$ cat src/hdl/exec_pkg.sv
/*
  Shared constants for the move / swap / table-read execution block:
  opcode patterns, field positions, state and phase codes, default
  addresses of the special file locations and reset values.
  Assumes a 16-bit instruction word and an 8-bit data file.
*/
package exec_pkg;

  localparam int DATA_W  = 8;
  localparam int ADDR_W  = 8;
  localparam int PROG_W  = 16;
  localparam int INSTR_W = 16;

  // instruction field positions
  localparam int OPC_MSB  = 15;
  localparam int PF_LSB   = 13;
  localparam int WF_LSB   = 8;
  localparam int SWAP_LSB = 9;
  localparam int TBL_LSB  = 10;
  localparam int SRC_MSB  = 12;
  localparam int SRC_LSB  = 8;
  localparam int FILE_MSB = 7;
  localparam int FILE_LSB = 0;
  localparam int DEST_BIT = 8;
  localparam int INC_BIT  = 8;
  localparam int SEL_BIT  = 9;
  localparam int SRC_PAD  = ADDR_W - (SRC_MSB - SRC_LSB + 1);

  // opcode patterns in the top bits
  localparam logic [2:0] PF_CODE   = 3'h2;
  localparam logic [7:0] WF_CODE   = 8'h01;
  localparam logic [6:0] SWAP_CODE = 7'h0E;
  localparam logic [5:0] TBL_CODE  = 6'h2A;

  // nibble bounds
  localparam int NIB_HI_MSB = 7;
  localparam int NIB_HI_LSB = 4;
  localparam int NIB_LO_MSB = 3;
  localparam int NIB_LO_LSB = 0;

  // default special file locations (arbitrary plain values)
  localparam logic [ADDR_W-1:0] WREG_ADDR_DEF = 8'h0A;
  localparam logic [ADDR_W-1:0] IND0_ADDR_DEF = 8'h00;
  localparam logic [ADDR_W-1:0] IND1_ADDR_DEF = 8'h08;
  localparam logic [ADDR_W-1:0] PCL_ADDR_DEF  = 8'h02;

  // reset values
  localparam logic [PROG_W-1:0] PTR_RST   = 16'h0000;
  localparam logic [PROG_W-1:0] LATCH_RST = 16'h0000;
  localparam logic [ADDR_W-1:0] ADDR_RST  = 8'h00;
  localparam logic [DATA_W-1:0] DATA_RST  = 8'h00;
  localparam logic [DATA_W-1:0] ZERO_BYTE = 8'h00;

  typedef enum logic [1:0] {
    S_IDLE = 2'b00,
    S_C1   = 2'b01,
    S_C2   = 2'b10,
    S_C3   = 2'b11
  } state_e;

  typedef enum logic [1:0] {
    PH_Q1 = 2'b00,
    PH_Q2 = 2'b01,
    PH_Q3 = 2'b10,
    PH_Q4 = 2'b11
  } phase_e;

  typedef enum logic [2:0] {
    OP_NONE    = 3'b000,
    OP_PF_MOVE = 3'b001,
    OP_WF_MOVE = 3'b010,
    OP_SWAP    = 3'b011,
    OP_TBL_RD  = 3'b100
  } op_e;

endpackage

$ cat src/hdl/swap_if.sv
/*
  Carrier between the executor and its nibble swap unit.
  Assumes both ends sit in the same clock domain; the path is combinational.
*/
`timescale 1ns/1ns
interface swap_if;
  logic [7:0] raw;
  logic [7:0] swapped;
  modport unit (input raw, output swapped);
  modport user (output raw, input swapped);
endinterface

$ cat src/hdl/nibble_swap_unit.sv
/*
  Nibble swap datapath for the swap instruction.
  Assumes the caller registers the result; no state is held here.
*/
`timescale 1ns/1ns
module nibble_swap_unit
  import exec_pkg::*;
(
  swap_if.unit sw
);

  assign sw.swapped = {sw.raw[NIB_LO_MSB:NIB_LO_LSB], sw.raw[NIB_HI_MSB:NIB_HI_LSB]};

endmodule

$ cat src/hdl/move_swap_table_read_exec.sv
/*
  Execution logic for the peripheral-to-file move, working-register move,
  nibble swap and program table read, one MCLK_IN edge per Q phase.
  Assumes the data file answers RD_ADDR_OUT within the same phase and
  program memory drives PROG_DATA_IN while PROG_OE_N_OUT is low.
*/
`timescale 1ns/1ns
module move_swap_table_read_exec
  import exec_pkg::*;
#(
  parameter logic [ADDR_W-1:0] WREG_ADDR = WREG_ADDR_DEF,
  parameter logic [ADDR_W-1:0] IND0_ADDR = IND0_ADDR_DEF,
  parameter logic [ADDR_W-1:0] IND1_ADDR = IND1_ADDR_DEF,
  parameter logic [ADDR_W-1:0] PCL_ADDR  = PCL_ADDR_DEF
) (
  input  wire logic               MCLK_IN,
  input  wire logic               RST_IN,
  input  wire logic               INSTR_VALID_IN,
  input  wire logic [INSTR_W-1:0] INSTR_IN,
  input  wire logic [ADDR_W-1:0]  FSR0_IN,
  input  wire logic [ADDR_W-1:0]  FSR1_IN,
  input  wire logic [DATA_W-1:0]  RD_DATA_IN,
  input  wire logic [PROG_W-1:0]  PROG_DATA_IN,
  input  wire logic               PTR_LOAD_IN,
  input  wire logic [PROG_W-1:0]  PTR_DATA_IN,
  output logic                    BUSY_OUT,
  output logic [ADDR_W-1:0]       RD_ADDR_OUT,
  output logic [ADDR_W-1:0]       WR_ADDR_OUT,
  output logic [DATA_W-1:0]       WR_DATA_OUT,
  output logic                    WR_EN_OUT,
  output logic                    ZERO_WE_OUT,
  output logic                    ZERO_OUT,
  output logic [PROG_W-1:0]       PROG_ADDR_OUT,
  output logic                    PROG_OE_N_OUT,
  output logic [PROG_W-1:0]       PTR_OUT,
  output logic [PROG_W-1:0]       LATCH_OUT
);

  ////////////////////////////////////////////////////////////////////////////
  // decode helpers

  // opcode class of an instruction word
  function automatic op_e dec_op(input logic [INSTR_W-1:0] w);
    if (w[OPC_MSB:PF_LSB] == PF_CODE)        return OP_PF_MOVE;
    else if (w[OPC_MSB:WF_LSB] == WF_CODE)   return OP_WF_MOVE;
    else if (w[OPC_MSB:SWAP_LSB] == SWAP_CODE) return OP_SWAP;
    else if (w[OPC_MSB:TBL_LSB] == TBL_CODE) return OP_TBL_RD;
    else                                     return OP_NONE;
  endfunction

  // effective file address, indirect slots replaced by their pointer
  function automatic logic [ADDR_W-1:0] eff_addr(input logic [ADDR_W-1:0] a,
                                                 input logic [ADDR_W-1:0] p0,
                                                 input logic [ADDR_W-1:0] p1);
    if (a == IND0_ADDR)      return p0;
    else if (a == IND1_ADDR) return p1;
    else                     return a;
  endfunction

  state_e            st;
  state_e            next_st;
  phase_e            q;
  phase_e            next_q;
  op_e               op;
  op_e               next_op;
  op_e               op_in;
  logic [ADDR_W-1:0] dst;
  logic [ADDR_W-1:0] next_dst;
  logic              sel;
  logic              next_sel;
  logic              inc;
  logic              next_inc;
  logic              program_counter_low;
  logic              next_pcl;
  logic [DATA_W-1:0] data;
  logic [DATA_W-1:0] next_data;
  logic [ADDR_W-1:0] f_eff;
  logic [ADDR_W-1:0] p_eff;
  logic              accept;
  logic              next_busy;
  logic [ADDR_W-1:0] next_rd_addr;
  logic [ADDR_W-1:0] next_wr_addr;
  logic [DATA_W-1:0] next_wr_data;
  logic              next_wr_en;
  logic              next_zwe;
  logic              next_z;
  logic [PROG_W-1:0] next_paddr;
  logic              next_oe_n;
  logic [PROG_W-1:0] next_ptr;
  logic [PROG_W-1:0] next_latch;

  swap_if sw ();

  nibble_swap_unit u_swap (
    .sw (sw.unit)
  );

  assign sw.raw = RD_DATA_IN;

  ////////////////////////////////////////////////////////////////////////////
  // operand addressing

  // source field is zero-extended, so only the lowest 32 are reachable
  // both operands pass through the indirect substitution
  assign p_eff  = eff_addr({{SRC_PAD{1'b0}}, INSTR_IN[SRC_MSB:SRC_LSB]}, FSR0_IN, FSR1_IN);
  assign f_eff  = eff_addr(INSTR_IN[FILE_MSB:FILE_LSB], FSR0_IN, FSR1_IN);
  assign op_in  = dec_op(INSTR_IN);
  // unknown opcodes are simply not taken; another unit owns them
  assign accept = (st == S_IDLE) && INSTR_VALID_IN && (op_in != OP_NONE);

  ////////////////////////////////////////////////////////////////////////////
  // sequencer next state; outputs change one phase after the decision

  always_comb begin
    next_st      = st;
    next_q       = phase_e'(q + 2'h1);
    next_op      = op;
    next_dst     = dst;
    next_sel     = sel;
    next_inc     = inc;
    next_pcl     = program_counter_low;
    next_data    = data;
    next_rd_addr = RD_ADDR_OUT;
    next_wr_addr = WR_ADDR_OUT;
    next_wr_data = WR_DATA_OUT;
    next_wr_en   = 1'b0;
    next_zwe     = 1'b0;
    next_z       = ZERO_OUT;
    next_paddr   = PROG_ADDR_OUT;
    next_oe_n    = 1'b1;
    next_ptr     = PTR_OUT;
    next_latch   = LATCH_OUT;
    case (st)
      S_IDLE: begin
        next_q = PH_Q1;
        // pointer loads only between instructions, so a fetch never sees it move
        if (PTR_LOAD_IN) begin
          next_ptr = PTR_DATA_IN;
        end
        if (accept) begin
          next_st  = S_C1;
          next_q   = PH_Q2;
          next_op  = op_in;
          next_sel = INSTR_IN[SEL_BIT];
          next_inc = INSTR_IN[INC_BIT];
          next_pcl = (f_eff == PCL_ADDR);
          next_dst = f_eff;
          // swap with d clear lands in the working register
          if (op_in == OP_SWAP && !INSTR_IN[DEST_BIT]) begin
            next_dst = WREG_ADDR;
          end
          // working register is an ordinary file location for either operand
          case (op_in)
            OP_PF_MOVE: next_rd_addr = p_eff;
            OP_WF_MOVE: next_rd_addr = WREG_ADDR;
            OP_SWAP:    next_rd_addr = f_eff;
            default:    next_rd_addr = RD_ADDR_OUT;
          endcase
        end
      end
      S_C1: begin
        case (q)
          PH_Q2: begin
            // table read picks a latch byte instead of a file read
            if (op == OP_TBL_RD) begin
              next_data = sel ? LATCH_OUT[PROG_W-1:DATA_W] : LATCH_OUT[DATA_W-1:0];
            end else if (op == OP_SWAP) begin
              next_data = sw.swapped;
            end else begin
              next_data = RD_DATA_IN;
            end
          end
          PH_Q3: begin
            // write the processed byte in Q4
            next_wr_en   = 1'b1;
            next_wr_addr = dst;
            next_wr_data = data;
            // only the peripheral move touches the zero flag
            if (op == OP_PF_MOVE) begin
              next_zwe = 1'b1;
              next_z   = (data == ZERO_BYTE);
            end
          end
          PH_Q4: begin
            next_st = (op == OP_TBL_RD) ? S_C2 : S_IDLE;
          end
          default: begin
            next_st = st;
          end
        endcase
      end
      S_C2: begin
        case (q)
          PH_Q1: begin
            // pointer on the program address bus from Q2
            next_paddr = PTR_OUT;
          end
          PH_Q3: begin
            next_oe_n = 1'b0;
          end
          PH_Q4: begin
            // capture the word at the close of Q4
            next_latch = PROG_DATA_IN;
            // conditional pointer step after the fetch
            next_ptr   = PTR_OUT + {{(PROG_W-1){1'b0}}, inc};
            // extra cycle when program counter low was written
            next_st    = program_counter_low ? S_C3 : S_IDLE;
          end
          default: begin
            next_st = st;
          end
        endcase
      end
      S_C3: begin
        if (q == PH_Q4) begin
          next_st = S_IDLE;
        end
      end
      default: begin
        next_st = S_IDLE;
      end
    endcase
    next_busy = (next_st != S_IDLE);
  end

  // registers only
  always_ff @(posedge MCLK_IN) begin
    if (RST_IN) begin
      st            <= S_IDLE;
      q             <= PH_Q1;
      op            <= OP_NONE;
      dst           <= ADDR_RST;
      sel           <= 1'b0;
      inc           <= 1'b0;
      program_counter_low           <= 1'b0;
      data          <= DATA_RST;
      BUSY_OUT      <= 1'b0;
      RD_ADDR_OUT   <= ADDR_RST;
      WR_ADDR_OUT   <= ADDR_RST;
      WR_DATA_OUT   <= DATA_RST;
      WR_EN_OUT     <= 1'b0;
      ZERO_WE_OUT   <= 1'b0;
      ZERO_OUT      <= 1'b0;
      PROG_ADDR_OUT <= PTR_RST;
      PROG_OE_N_OUT <= 1'b1;
      PTR_OUT       <= PTR_RST;
      LATCH_OUT     <= LATCH_RST;
    end else begin
      st            <= next_st;
      q             <= next_q;
      op            <= next_op;
      dst           <= next_dst;
      sel           <= next_sel;
      inc           <= next_inc;
      program_counter_low           <= next_pcl;
      data          <= next_data;
      BUSY_OUT      <= next_busy;
      RD_ADDR_OUT   <= next_rd_addr;
      WR_ADDR_OUT   <= next_wr_addr;
      WR_DATA_OUT   <= next_wr_data;
      WR_EN_OUT     <= next_wr_en;
      ZERO_WE_OUT   <= next_zwe;
      ZERO_OUT      <= next_z;
      PROG_ADDR_OUT <= next_paddr;
      PROG_OE_N_OUT <= next_oe_n;
      PTR_OUT       <= next_ptr;
      LATCH_OUT     <= next_latch;
    end
  end
endmodule

$ cat config.mk
export PLATFORM = sky130hd
export DESIGN_NAME = move_swap_table_read_exec
export DESIGN_NICKNAME = d
export VERILOG_FILES = /design/src/hdl/exec_pkg.sv /design/src/hdl/swap_if.sv /design/src/hdl/nibble_swap_unit.sv /design/src/hdl/move_swap_table_read_exec.sv
export SDC_FILE = /design/constraint.sdc
export NUM_CORES = 1
export LEC_CHECK = 0
export ABC_AREA = 1
export BUFFER_PORTS_ARGS = -buffer_cell sky130_fd_sc_hd__clkbuf_2
export CAP_MARGIN = 10
export CORE_ASPECT_RATIO = 0.6
export CORE_MARGIN = 5
export CORE_UTILIZATION = 47
export CTS_CLUSTER_DIAMETER = 200
export DETAILED_ROUTE_END_ITERATION = 6
export PLACE_DENSITY_LB_ADDON = 0.08
export SKIP_LAST_GASP = 1
export SLEW_MARGIN = 20
export SYNTH_ARGS = -nofsm -noshare
export SYNTH_HDL_FRONTEND = slang
export SYNTH_SLANG_ARGS = --single-unit
$ cat constraint.sdc
create_clock -name MCLK_IN -period 1.55 [get_ports MCLK_IN]
set_input_delay 0.2325 -clock MCLK_IN [delete_from_list [all_inputs] [get_ports MCLK_IN]]
set_output_delay 0.2325 -clock MCLK_IN [all_outputs]
set_load 0.05 [all_outputs]
# Yosys cells after proc, flatten, opt, wreduce, memory -nomap -nowiden
# Index checks and enable logic that the tools add are counted.
# word_totals
reg_bits	103
inputBits	76
out_inout_bits	77
word_cells	97
# op_classes
addsub	2
n_eq_ne	21
mux	28
bitwise_logic	3
n_reduce_logical	24
# ops
op	count
$mux W8	8
$mux W16	2
$pmux W16 S2	1
$pmux W8 S3	1
$add A16 B1 Y16	1
$logic_not A8 Y1	2
$mux W2	7
$eq A3 B2 Y1 const B	4
$mux W3	4
$reduce_and A2 Y1	5
$reduce_and A3 Y1	3
$eq A2 B2 Y1 const B	4
$eq A8 B1 Y1 const B	1
$eq A8 B2 Y1 const B	1
$eq A8 B4 Y1 const B	1
$pmux W2 S4	1
$eq A7 B4 Y1 const B	1
$eq A3 B1 Y1 const B	2
$eq A6 B6 Y1 const B	1
$reduce_bool A3 Y1	2
$eq A5 B4 Y1 const B	1
$logic_not A5 Y1	1
$eq A2 B1 Y1 const B	2
$logic_not A2 Y1	2
other kinds (10)	20

# Depth between registers and ports, before layout
# logic_depth
word_depth	10
ltp_mapped	11
ltp_nobuf	11

# Cells and area by module
# From an unflattened synthesis, not the netlist that was laid out.
# unflattened
hier_cells	753
area_unflattened_um2	5193.7
# by_module_without_submodules
module	n_inst	cells_each	area_per_inst_um2	seq_area_each_um2
move_swap_table_read_exec	1	745	5133.7	2062.0
nibble_swap_unit	1	8	60.1	0.0

# Worst setup path after synthesis
# No wires, ideal clock.
# synth_path
path_kind	reg-to-reg
from	register PTR_OUT[0]
to	register PTR_OUT[14]
setup_time_ns	0.132
arrival_ns	1.918
slack_ns	-0.500
stages_incl_launch_ff	12
path_cell_list	dfxtp_1 ha_1 ha_1 nand2_1 nor2_1 nand2_1 nor2_1 nand3_1 nand2_1 nand3_1 nand3_1 a21oi_1
# synth_via
elab_chain_len	3
# synth_rtl
element	line	source
start, declared	move_swap_table_read_exec.sv:35	output logic [PROG_W-1:0] PTR_OUT,
start signal, assigned	move_swap_table_read_exec.sv:266	PTR_OUT <= next_ptr;
$add A16 B1 Y16	move_swap_table_read_exec.sv:205	next_ptr = PTR_OUT + {{(PROG_W-1){1'b0}}, inc};
$mux W16	move_swap_table_read_exec.sv:193	case (q)
$pmux W16 S2	move_swap_table_read_exec.sv:133	case (st)
# Every way passes these cells. The select of a mux whose other input is x is not followed.
# A chain may end at the register's enable or synchronous reset.

# Final worst setup path
# Ends and elaborated chain as after synthesis.

==> reports/metrics.yaml <==
outcome: "completed"
io_pins: 153
fin_skew_ps: 5.91
io_buffers: 152
ant_nets: 0
seq_area_um2: 2080
cts_hold_buf: 0
synth_top_area_share_pct: 41.0
synth_area_leaders: "dfxtp_1, nand2_1, a21oi_1"
fp.dieW_um: 144
fill_cells: 996
syn_nets: 810
rows: 29
final-setup-viol-count: 0
hold_class: "in -> reg"
start_util_pct: 47.8
irDropWorstVdd_mv: 0.520
cts_buffers: 9
cts_tree: "done"
intPower_mw: 4.08
hold_ws_ps: 128
vias: 5612
synthFlopType: "dfxtp_1"
whs_path_depth: 3
postSynthCellCount: 728
yosysTopAreaCell: "dfxtp_1"
cts.sinks: 103
h-tree-depth: 3
dpl_cell_area_um2: 6230
vias_per_cell: 5.34
critPathCaptureType: "flip-flop"
cp_cell_sequence: "ha_4, ha_4, nand2_4, nor2_4, nand2_2, nor2_4, nand4_1, nand3_2, nand3_2, a21oi_2"
rsz0062_at_grt: "true"
pre_cts_slack_ps: -121
power_density_nw_per_um2: 847
yosysSeqAreaShare_pct: 41.0
synth.most_common_cell: "nand2_1"
worstPathArrival_ps: 1780
wl_mm: 16.7
syn_area_per_cell_um2: 6.91
cts.path.max_buffers: 2
hold_viol: 0
relSlewSlack_pct: 70.8
drtIter0Drc: 499
cts-root-buf: "clkbuf_16"
gp_congestion: 0.954
diodes: 0
clock_power_share_pct: 37.2
power.switching_mw: 1.55
setup_ws_ps: 35.3
drv_cap: 0
clk_latency_ps: 340
cp_max_fo: 4
drcViolationCount: 0
final_nets: 988
coreArea_um2: 10500
antenna_found_initial: 0
drive_above_1_share_pct: 30.5
ys_async_sr_fraction_pct: 0
seq_power_share_pct: 49.2
drv_slew: 0
stdcell_count: 1050
slowest_stage: "dfxtp_4"
start_kind: "flip-flop"
dr.pass1.iters: 5
required_ps: 1820
wl_per_cell_um: 15.9
rr_worst_depth: 10
synth_enable_flop_cells: 0
die_area_um2: 12900
overflow: 0
syn_to_final_growth_pct: 32.2
cts.clk_slew.worst_paths_ps: 70
yosysWarnings: 0
syn_area_um2: 5030
grt_pass1_vias: 5019
grt_max_degree: 37
placedCellCount: 1028
die_y_um: 90.1
timing.final.crit_share_pct: 97.7
period_needed_ps: 1510
place_hpwl_mm: 13.2
grt_pass1_wl_mm: 26.1
cpPeakStageDelay_ps: 360
swShare_pct: 27.6
p_leak_nw: 2.94
finish.instance_area_um2: 6650
multiInputGateArea_um2: 2700
fmax_mhz: 660
path_class: "reg -> reg"
power_frac_comb_pct: 13.5
synth.distinct_cells: 43
ys_ff_latch: 103
grt_util_all_layers_pct: 25.1
synth_commonest_cells: "nand2_1, dfxtp_1, a21oi_1, inv_1, nand3_1"
worst_pin_slew_ps: 438
-- cells in the final DEF, fill, tap and decap left out, types with 2 or more instances in the layout --
| cell | Yosys | routed |
|---|---|---|
| clkbuf_2 | 0 | 152 |
| nand3_4 | 3 | 3 |
| clkbuf_1 | 20 | 2 |
| nor2_4 | 2 | 7 |
| buf_12 | 0 | 4 |
| nor4_1 | 2 | 2 |
| o21ai_2 | 5 | 5 |
| dfxtp_1 | 103 | 91 |
| inv_6 | 0 | 2 |
| or2_2 | 4 | 4 |
| inv_2 | 1 | 3 |
| nor3_2 | 1 | 2 |
| nand2_1 | 192 | 188 |
| a211oi_1 | 2 | 2 |
| nor3_1 | 8 | 7 |
| nand2_4 | 1 | 2 |
| a31oi_1 | 16 | 15 |
| inv_1 | 63 | 61 |
| ha_1 | 6 | 3 |
| a21oi_1 | 71 | 70 |
| o21ai_1 | 1 | 2 |
| o22ai_1 | 3 | 3 |
| nor2_1 | 56 | 51 |
| ha_4 | 0 | 2 |
| nand3_1 | 62 | 58 |
| buf_4 | 1 | 45 |
| nand2_2 | 3 | 5 |
| a311oi_1 | 2 | 2 |
| nand4_1 | 5 | 5 |
| clkbuf_16 | 0 | 9 |
| nor2_2 | 4 | 4 |
| dfxtp_2 | 0 | 11 |
| nand3b_1 | 2 | 2 |
| nand3_2 | 1 | 5 |
| o211ai_1 | 6 | 6 |
| o21ai_0 | 59 | 58 |
| a21oi_2 | 1 | 2 |
-- registers in the layout (all words and copies together), names as in the netlist --
name	cells
LATCH_OUT	16
PROG_ADDR_OUT	16
PTR_OUT	16
RD_ADDR_OUT	8
WR_ADDR_OUT	8
WR_DATA_OUT	8
data	8
dst	8
op	3
q	2
st	2
BUSY_OUT	1
PROG_OE_N_OUT	1
WR_EN_OUT	1
ZERO_OUT	1
ZERO_WE_OUT	1
inc	1
program_counter_low	1
sel	1
-- power groups by stage --
stage / clock network, mW / logic, mW / registers (mW)
floorplan: 0 / 0.286 / 2.96
global placement: 0 / 0.713 / 2.83
detailed placement: 0 / 0.722 / 2.83
CTS: 2.14 / 0.726 / 2.77
global route: 2.26 / 0.826 / 2.78
finish: 2.10 / 0.763 / 2.77
-- layer usage --
metal	GRT usage [%]	vias to the layer above	part of all wire [%]
met3	5.20	18	9.2
met5	0	-	0
li1	-	2766	-
met1	41.4	2579	51
met4	5.02	0	0.90
met2	32.7	249	39
-- cell families (layout without fill, tap and decap cells) --
family                   Yosys count  count (layout)  share of synthesized area, %
AND/OR/NAND/NOR                  350             350                          31.0
flip-flops                       103             103                          41.0
buffers and inverters            100             283                          7.99
AO/OA/AOI/OAI                    168             168                          18.4
XOR/XNOR                           1               1                         0.174
adder cells (fa/ha/maj)            6               6                          1.49
-- critical path: cells and delay by family (launching register included) --
kind	cells	cell delay (ps)
DFF	1	360
and+or+nand+nor	7	640
adders and majority gates	2	290
AOI/OAI and AO/OA	1	140
-- final timing paths --
| check | from | endpoint | slack, ps |
|---|---|---|---|
| worst max-delay path | PTR_OUT[0] | PTR_OUT[14] | 40 |
| worst min-delay path | PTR_DATA_IN[2] | PTR_OUT[2] | 130 |
| worst max register to register | PTR_OUT[0] | PTR_OUT[14] | 40 |
| worst min register to register | PROG_ADDR_OUT[10] | PROG_ADDR_OUT[10] | 460 |
-- cell type report --
| type | count | share of cell area, % |
|---|---|---|
| multi-input combinational | 525 | 40.5 |
| sequential | 103 | 31.3 |
| timing repair buffer | 201 | 17.7 |
| inverter | 66 | 3.76 |
| clock buffer | 11 | 3.50 |
| tap | 139 | 2.61 |
| clock inverter | 5 | 0.621 |
-- what timing repair did --
action / 4_1_cts / 5_1_grt
setup endpoints to repair: 4 / 26
gates resized for setup: 4 / 20
setup buffers: 0 / 6
hold endpoints to repair: 0 / 0
pin swaps: 1 / 10
-- stage by stage --
step	power (mW)	setup TNS (ps)	util, %
2_1_floorplan	3.24	-24.6	-
6_report	5.63	0	63.2
3_3_place_gp	3.54	-136	59.2
3_5_place_dp	3.55	-314	59.2
5_1_grt	5.86	-60.2	63.2
4_1_cts	5.63	0	61.9
Power figures use the tool's default switching activity.
